**src/shared/phy_mac_side_defs.svh**
```systemverilog
// register offsets, field positions, reset values for the mac-side register bank
// assumes inclusion by bare name from the design
`ifndef PHY_MAC_SIDE_DEFS_SVH
`define PHY_MAC_SIDE_DEFS_SVH

// printed offsets are register indices; byte address is index times four
`define IDX_IRQ_ENABLE     8'h12
`define IDX_EVENT_STATUS   8'h13
`define IDX_RXERR_CAPTURE  8'h14
`define IDX_MAC_CTRL_TWO   8'h15

`define BIT_FIFO_ERR       7
`define BIT_IDLE_INS       3
`define BIT_IDLE_DEL       2
`define EVENT_MASK         16'h008C

`define CAP_VALID_BIT      15
`define CAP_BYTE_HI        13
`define CAP_BYTE_LO        12
`define CAP_RXER_BIT       9
`define CAP_RXDV_BIT       8
`define CAP_DEPTH          4

`define CTL_LOOPBACK_BIT   14
`define CTL_BLOCK_CE_BIT   3
`define CTL_SPEED_HI       2
`define CTL_SPEED_LO       0
`define CTL_RESET_VALUE    16'h1046
`define CTL_WRITE_MASK     16'h7FFF
`define SPEED_RESET        3'h6

`endif

```
**src/shared/phy_mac_side_pkg.sv**
```systemverilog
// types for the mac-side register bank
// assumes the defs header is on the include path
package phy_mac_side_pkg;
	typedef struct packed {
		logic       fifo_err;  // copper fifo over/underflow this cycle
		logic       idle_ins;  // idle inserted this cycle
		logic       idle_del;  // idle deleted this cycle
	} fifo_event_t;

	typedef struct packed {
		logic       rx_er;
		logic       rx_dv;
		logic [7:0] rxd;
	} gmii_rx_t;

	typedef enum logic [1:0] {
		CAP_ARMED   = 2'b00,
		CAP_HOLDING = 2'b01
	} cap_state_t;
endpackage

```
**src/verilog/phy_mac_side_fifo_status_ctrl.sv**
```systemverilog
// mac-side interrupt, fifo status, rx error capture and control two registers
// assumes one ahb-lite master, inputs synchronous to hclk, hresetn async low
//
// The implementer's own choice: the AHB-Lite register port.
`include "phy_mac_side_defs.svh"

module phy_mac_side_fifo_status_ctrl
	import phy_mac_side_pkg::*;
(
	input  wire logic                          hclk,         // bus clock
	input  wire logic                          hresetn,      // async reset, low
	input  wire logic                          hsel,         // slave select
	input  wire logic [31:0]                   haddr,        // byte address
	input  wire logic [1:0]                    htrans,       // transfer type
	input  wire logic                          hwrite,       // write when high
	input  wire logic [2:0]                    hsize,        // transfer size
	input  wire logic                          hready,       // bus ready in
	input  wire logic [31:0]                   hwdata,       // write data
	output logic      [31:0]                   hrdata,       // read data
	output logic                               hreadyout,    // slave ready
	output logic                               hresp,        // always okay
	input  wire logic                          soft_reset,   // phy software reset pulse
	input  wire phy_mac_side_pkg::fifo_event_t fifo_events,  // copper fifo events
	input  wire phy_mac_side_pkg::gmii_rx_t    rx_in,        // received byte stream
	output logic                               irq,          // level interrupt
	output logic                               line_loopback,// copper line loopback
	output logic                               block_carrier_ext, // block carrier ext
	output logic      [2:0]                    default_speed // applied link-down speed
);
	import phy_mac_side_pkg::*;

	localparam int DEPTH = `CAP_DEPTH;

	function automatic logic hit(input logic [31:0] a, input logic [7:0] idx);
		hit = (a[31:2] == {22'h000000, idx});
	endfunction

	// bus address phase capture
	logic        wr_pend_reg, wr_pend_next;
	logic        rd_pend_reg, rd_pend_next;
	logic [31:0] addr_reg,    addr_next;
	logic [31:0] hrdata_reg,  hrdata_next;
	// register state
	logic [15:0] irq_en_reg,  irq_en_next;
	logic [15:0] status_reg,  status_next;
	logic [15:0] ctrl_reg,    ctrl_next;
	logic [2:0]  speed_reg,   speed_next;
	logic        irq_reg,     irq_next;
	// capture state
	cap_state_t  cap_st_reg,  cap_st_next;
	gmii_rx_t    hist_reg  [DEPTH];
	gmii_rx_t    hist_next [DEPTH];
	gmii_rx_t    held_reg  [DEPTH];
	gmii_rx_t    held_next [DEPTH];
	logic [1:0]  byte_reg,    byte_next;

	logic        addr_ok;
	logic        rd_status;
	logic        rd_capture;
	logic [15:0] ev_vec;
	logic [15:0] cap_word;

	assign addr_ok = hsel && hready && htrans[1];
	assign rd_status = rd_pend_reg && hit(addr_reg, `IDX_EVENT_STATUS);
	assign rd_capture = rd_pend_reg && hit(addr_reg, `IDX_RXERR_CAPTURE);

	always_comb
	begin
		ev_vec = 16'h0000;
		ev_vec[`BIT_FIFO_ERR] = fifo_events.fifo_err;
		ev_vec[`BIT_IDLE_INS] = fifo_events.idle_ins;
		ev_vec[`BIT_IDLE_DEL] = fifo_events.idle_del;
	end

	always_comb
	begin
		cap_word = 16'h0000;
		if (cap_st_reg == CAP_HOLDING)
		begin
			cap_word[`CAP_VALID_BIT] = 1'b1;
			cap_word[`CAP_BYTE_HI:`CAP_BYTE_LO] = byte_reg;
			cap_word[`CAP_RXER_BIT] = held_reg[byte_reg].rx_er;
			cap_word[`CAP_RXDV_BIT] = held_reg[byte_reg].rx_dv;
			cap_word[7:0] = held_reg[byte_reg].rxd;
		end
	end

	// bus slave: zero wait states, unmapped reads give zero, writes ignored
	always_comb
	begin
		wr_pend_next = addr_ok && hwrite;
		rd_pend_next = addr_ok && !hwrite;
		addr_next = addr_ok ? haddr : addr_reg;
		hrdata_next = 32'h00000000;
		if (addr_ok && !hwrite)
		begin
			if (hit(haddr, `IDX_IRQ_ENABLE))
				hrdata_next = {16'h0000, irq_en_reg};
			else if (hit(haddr, `IDX_EVENT_STATUS))
				hrdata_next = {16'h0000, status_reg | ev_vec};
			else if (hit(haddr, `IDX_RXERR_CAPTURE))
				hrdata_next = {16'h0000, cap_word};
			else if (hit(haddr, `IDX_MAC_CTRL_TWO))
				hrdata_next = {16'h0000, ctrl_reg};
		end
	end

	// registers, soft reset applies per-field retain, clear or default reload
	always_comb
	begin
		irq_en_next = irq_en_reg;
		ctrl_next = ctrl_reg;
		speed_next = speed_reg;
		status_next = status_reg;
		if (wr_pend_reg && hit(addr_reg, `IDX_IRQ_ENABLE))
			irq_en_next = hwdata[15:0] & `EVENT_MASK;
		if (wr_pend_reg && hit(addr_reg, `IDX_MAC_CTRL_TWO))
			ctrl_next = hwdata[15:0] & `CTL_WRITE_MASK;
		// set wins over the clear-on-read in the same cycle
		if (rd_status)
			status_next = ev_vec;
		else
			status_next = status_reg | ev_vec;
		if (soft_reset)
		begin
			status_next = 16'h0000;
			// loopback and bits 11:7 clear; 13:12, 6 reload defaults; 5:3 and speed bits 2:0 keep their value
			ctrl_next = (ctrl_next & 16'h0038) | 16'h1040 | {13'h0000, ctrl_next[2:0]};
			speed_next = ctrl_next[`CTL_SPEED_HI:`CTL_SPEED_LO];
		end
		irq_next = |(status_next & irq_en_next);
	end

	// capture: history shifts every cycle; held copy freezes on rx error while armed
	always_comb
	begin
		cap_st_next = cap_st_reg;
		byte_next = byte_reg;
		for (int i = 0; i < DEPTH; i++)
		begin
			hist_next[i] = hist_reg[i];
			held_next[i] = held_reg[i];
		end
		for (int i = 0; i < DEPTH - 1; i++)
			hist_next[i] = hist_reg[i + 1];
		hist_next[DEPTH - 1] = rx_in;
		case (cap_st_reg)
			CAP_ARMED:
			begin
				if (rx_in.rx_er)
				begin
					for (int i = 0; i < DEPTH; i++)
						held_next[i] = hist_reg[i];
					byte_next = 2'b00;
					cap_st_next = CAP_HOLDING;
				end
			end
			CAP_HOLDING:
			begin
				if (rd_capture)
				begin
					byte_next = byte_reg + 2'b01;
					if (byte_reg == 2'b11)
						cap_st_next = CAP_ARMED;
				end
			end
			default: cap_st_next = CAP_ARMED;
		endcase
		if (soft_reset)
		begin
			cap_st_next = CAP_ARMED;
			byte_next = 2'b00;
		end
	end

	always_ff @(posedge hclk or negedge hresetn)
	begin
		if (!hresetn)
		begin
			wr_pend_reg <= 1'b0;
			rd_pend_reg <= 1'b0;
			addr_reg <= 32'h00000000;
			hrdata_reg <= 32'h00000000;
			irq_en_reg <= 16'h0000;
			status_reg <= 16'h0000;
			ctrl_reg <= `CTL_RESET_VALUE;
			speed_reg <= `SPEED_RESET;
			irq_reg <= 1'b0;
			cap_st_reg <= CAP_ARMED;
			byte_reg <= 2'b00;
			for (int i = 0; i < DEPTH; i++)
			begin
				hist_reg[i] <= '0;
				held_reg[i] <= '0;
			end
		end
		else
		begin
			wr_pend_reg <= wr_pend_next;
			rd_pend_reg <= rd_pend_next;
			addr_reg <= addr_next;
			hrdata_reg <= hrdata_next;
			irq_en_reg <= irq_en_next;
			status_reg <= status_next;
			ctrl_reg <= ctrl_next;
			speed_reg <= speed_next;
			irq_reg <= irq_next;
			cap_st_reg <= cap_st_next;
			byte_reg <= byte_next;
			for (int i = 0; i < DEPTH; i++)
			begin
				hist_reg[i] <= hist_next[i];
				held_reg[i] <= held_next[i];
			end
		end
	end

	// control bits act at once; speed waits for a software reset
	always_ff @(posedge hclk or negedge hresetn)
	begin
		if (!hresetn)
		begin
			line_loopback <= 1'b0;
			block_carrier_ext <= 1'b0;
		end
		else
		begin
			line_loopback <= ctrl_next[`CTL_LOOPBACK_BIT];
			block_carrier_ext <= ctrl_next[`CTL_BLOCK_CE_BIT];
		end
	end

	assign hrdata = hrdata_reg;
	assign hreadyout = 1'b1;
	assign hresp = 1'b0;
	assign irq = irq_reg;
	assign default_speed = speed_reg;
endmodule

```
**config.mk**
```make
export PLATFORM = sky130hd
export DESIGN_NAME = phy_mac_side_fifo_status_ctrl
export DESIGN_NICKNAME = d
export VERILOG_FILES = /design/src/shared/phy_mac_side_pkg.sv /design/src/verilog/phy_mac_side_fifo_status_ctrl.sv
export VERILOG_INCLUDE_DIRS = /design/src /design/src/shared
export SDC_FILE = /design/constraint.sdc
export NUM_CORES = 1
export LEC_CHECK = 0
export BUFFER_PORTS_ARGS = -buffer_cell sky130_fd_sc_hd__buf_2
export CORE_MARGIN = 2
export CORE_UTILIZATION = 45
export CTS_CLUSTER_DIAMETER = 150
export CTS_CLUSTER_SIZE = 20
export DETAILED_ROUTE_END_ITERATION = 7
export PLACE_DENSITY_LB_ADDON = 0.3
export SKIP_LAST_GASP = 1
export SLEW_MARGIN = 20
export SYNTH_ARGS = -nofsm -noshare
export SYNTH_HDL_FRONTEND = slang
export SYNTH_SLANG_ARGS = --single-unit
```
**constraint.sdc**
```tcl
create_clock -name hclk -period 2.6 [get_ports hclk]
set_clock_uncertainty 0.15 [all_clocks]
set_input_delay 0.26 -clock hclk [delete_from_list [all_inputs] [get_ports hclk]]
set_output_delay 0.26 -clock hclk [all_outputs]
set_load 0.01 [all_outputs]
```
==> impl_metrics.yaml <==
sta:
  setup_viol: 0
  min_period_over_period_pct: 98.1
  finalHoldViolations: 0
  fmax_mhz: 392
  setup_tns_ns: 0
  worst_slack_ns: 0.0489
  drv_slew: 0
  holdWs_ns: 0.0370
  grt_setup_unrepaired: "false"
  min_period_ns: 2.55
  slew_headroom_pct: 53.4
  worst_pin_slew_ns: 0.700
cells_and_area:
  fin_cells: 901
  largest_register_ffs: 40
  num-fill-cells: 1248
  regArea_um2: 4560
  area_growth_pct: 27.8
  multiInputGateArea_um2: 2600
  final_util_pct: 58.9
  nets: 760
  design_area_um2: 9390
  drive_above_1_share_pct: 38.3
route:
  dr.pass1.iters: 5
  drt_iter0_drc: 393
  num_vias: 4696
  drc: 0
  wl_per_cell_um: 17.5
  wl_mm: 15.8
  viasPerCell: 5.21
  final_antenna_net_count: 0
cts:
  clock_latency_ns: 0.43
  clock_sinks: 182
  numCtsBuffers: 17
  htree_levels: 4
  cts_root_buf: "clkbuf_16"
  cts_tree: "built"
  path_clk_slew_ns: 0.06
  clockBufferDepth: 2
power_and_ir_drop:
  power.leakage_nw: 4.19
  internal_power_mw: 5.30
  p_seq_share_pct: 47.6
  p_comb_share_pct: 8.5
  netSwitchingFraction_pct: 21.1
  clockPowerShare_pct: 43.9
  ir_worst_vdd_mv: 0.602
  power_mw: 6.72
  p_per_area_nw_per_um2: 716
  p_sw_mw: 1.42
logic_synthesis:
  synth_ff_type: "dfrtp_1"
  synth-seq-area-share_pct: 62.1
  yosys.area_share.adder_pct: 0.170
  synth_area_um2: 7340
  async_reset_ff_share_pct: 100
  synth_xor_area_share_pct: 0
  synth-compound-area-share_pct: 5.83
  synth_edf_count: 0
  ys_warn_count: 0
  ys_ff_latch: 182
  synth_cell_types: 52
  synth-simple-area-share_pct: 11.7
  synth_top_family_by_area: "multiplexers"
  netlist_instances: 503
  avgSynthCellArea_um2: 14.6
  synthMuxAreaShare_pct: 16.6
die:
  start_util_pct: 46.1
  io_pins: 128
  die_y_um: 132
  num_rows: 46
  die-area_um2: 17400
  core-area_um2: 15900
  die_w_um: 132
flow_run:
  max_cap_viol_count: 0
global_routing:
  grt_max_degree: 77
  grt_pass1_wl_mm: 25.6
  antenna_found_initial: 1
  grt-ovfl-total: 0
  grt_usage_pct: 18.9
  grt_pass1_vias: 4898
outcome:
  status: "finished, final reports clean"
worst_setup_path:
  path_class: "in -> reg"
  cp.arrival_ns: 2.70
  cp_max_fo: 13
  cp.required_ns: 2.75
  critPathCaptureType: "flip-flop"
  startpoint_type: "input pin"
placement:
  placed_area_um2: 8110
  dp_cells: 809
  pre_cts_ws_ns: 0.122
  dpl.hpwl_mm: 10.6
  io_buffer_count: 86
  gp_congestion: 0.827
worst_hold_path:
  hp-class: "in -> reg"
-- layout by cell type, fill, tap and decap left out, types with 4 or more instances in the layout --
cell type and instances:
mux2_2 73, inv_1 6, buf_2 85, dlygate4sd3_1 58
clkbuf_1 5, buf_4 25, dfstp_2 6, and2_1 13
a221oi_1 5, nand3_1 6, clkbuf_16 17, mux2i_1 9
a211oi_2 4, nor2b_1 12, nor3_1 5, mux4_2 10
dfrtp_1 176, a222oi_1 7, bufinv_16 7, conb_1 18
a21oi_1 9, nand4_1 4, a22oi_1 13, o21ai_1 5
nor2_1 24, o21ai_0 4, nand2_1 17, nor4_2 5
nor4_4 8
-- power groups by stage --
| stage | combinational, mW | clock, mW | sequential (mW) |
|---|---|---|---|
| final | 0.570 | 2.95 | 3.20 |
| after global routing | 0.626 | 3.13 | 3.23 |
| after CTS | 0.575 | 3.00 | 3.20 |
| after detailed placement | 0.505 | 0 | 3.25 |
| after floorplan | 0.331 | 0 | 3.21 |
| after global placement | 0.487 | 0 | 3.23 |
-- final timing paths --
path                                    start            to  slack [ns]  depth (start not counted)
worst min register to register  hist_next[37]  hist_reg[37]        0.21                          0
worst min-delay path               soft_reset  ctrl_reg[10]        0.04                          2
worst max register to register   addr_reg[26]   ctrl_reg[5]        0.15                          7
min in group asynchronous             hresetn  hist_reg[34]        0.28                          2
max in group asynchronous             hresetn    hrdata[12]        1.28                          3
worst max-delay path                haddr[30]     hrdata[8]        0.05                          7
-- kinds of logic after synthesis --
family / after synthesis
AND/OR/NAND/NOR: 120
other: 2
AO/OA/AOI/OAI: 56
flip-flops: 182
buffers and inverters: 44
adder cells (fa/ha/maj): 1
multiplexers: 98
-- cell type report --
| cell class | count | share of cell area [%] |
|---|---|---|
| sequential | 182 | 48.6 |
| multi-input combinational | 293 | 27.7 |
| timing repair buffer | 171 | 13.3 |
| clock buffer | 23 | 4.88 |
| tap | 216 | 2.88 |
| clock inverter | 9 | 2.37 |
| inverter | 6 | 0.240 |
| antenna | 1 | 0.0267 |
-- metal layers --
layer | up-vias | share of wire, % | wire, um | GRT usage, %
li1 | 2124 | - | - | -
met1 | 2413 | 44 | 6980 | 25.3
met2 | 133 | 49 | 7670 | 30.0
met3 | 26 | 4.8 | 758 | 5.73
met4 | 0 | 2.2 | 345 | 5.80
met5 | - | 0 | 0 | 0
-- synthesized netlist by cell type, drive strengths merged, types with 2 or more instances --
| master | instances | area, um2 |
|---|---|---|
| a221oi | 6 | 58.8 |
| a21oi | 9 | 45.0 |
| nand2 | 17 | 63.8 |
| a22oi | 13 | 97.6 |
| nor3 | 7 | 45.0 |
| nor4b | 2 | 32.5 |
| mux4 | 10 | 225 |
| conb | 2 | 7.51 |
| nand3b | 2 | 15.0 |
| a211oi | 5 | 57.6 |
| inv | 6 | 22.5 |
| nor2 | 24 | 90.1 |
| buf | 26 | 188 |
| nor4 | 16 | 243 |
| mux2 | 79 | 901 |
| nand4 | 6 | 67.6 |
| clkbuf | 12 | 45.0 |
| dfrtp | 176 | 4400 |
| a222oi | 7 | 70.1 |
| o21ai | 9 | 45.0 |
| and3 | 2 | 12.5 |
| and2 | 13 | 81.3 |
| or3b | 2 | 17.5 |
| nor2b | 13 | 81.3 |
| a31oi | 3 | 18.8 |
| dfstp | 6 | 158 |
| o211ai | 2 | 15.0 |
| mux2i | 9 | 90.1 |
| nand2b | 3 | 18.8 |
| nand3 | 7 | 40.0 |
-- critical path, stage by stage --
cell	delay, ns
dlygate4sd3_1	0.53
buf_2	0.13
nor4_1	0.46
nand3_2	0.35
or4_4	0.69
o21ai_1	0.19
a21oi_1	0.08
-- what timing repair did --
item / 4_1_cts / 5_1_grt
gates resized for setup: 0 / 1
hold buffers: 58 / 0
endpoints found under the hold margin: 129 / 0
setup buffers: 0 / 1
setup endpoints to repair: 0 / 7
No activity file was read; power rests on OpenSTA's default activity.
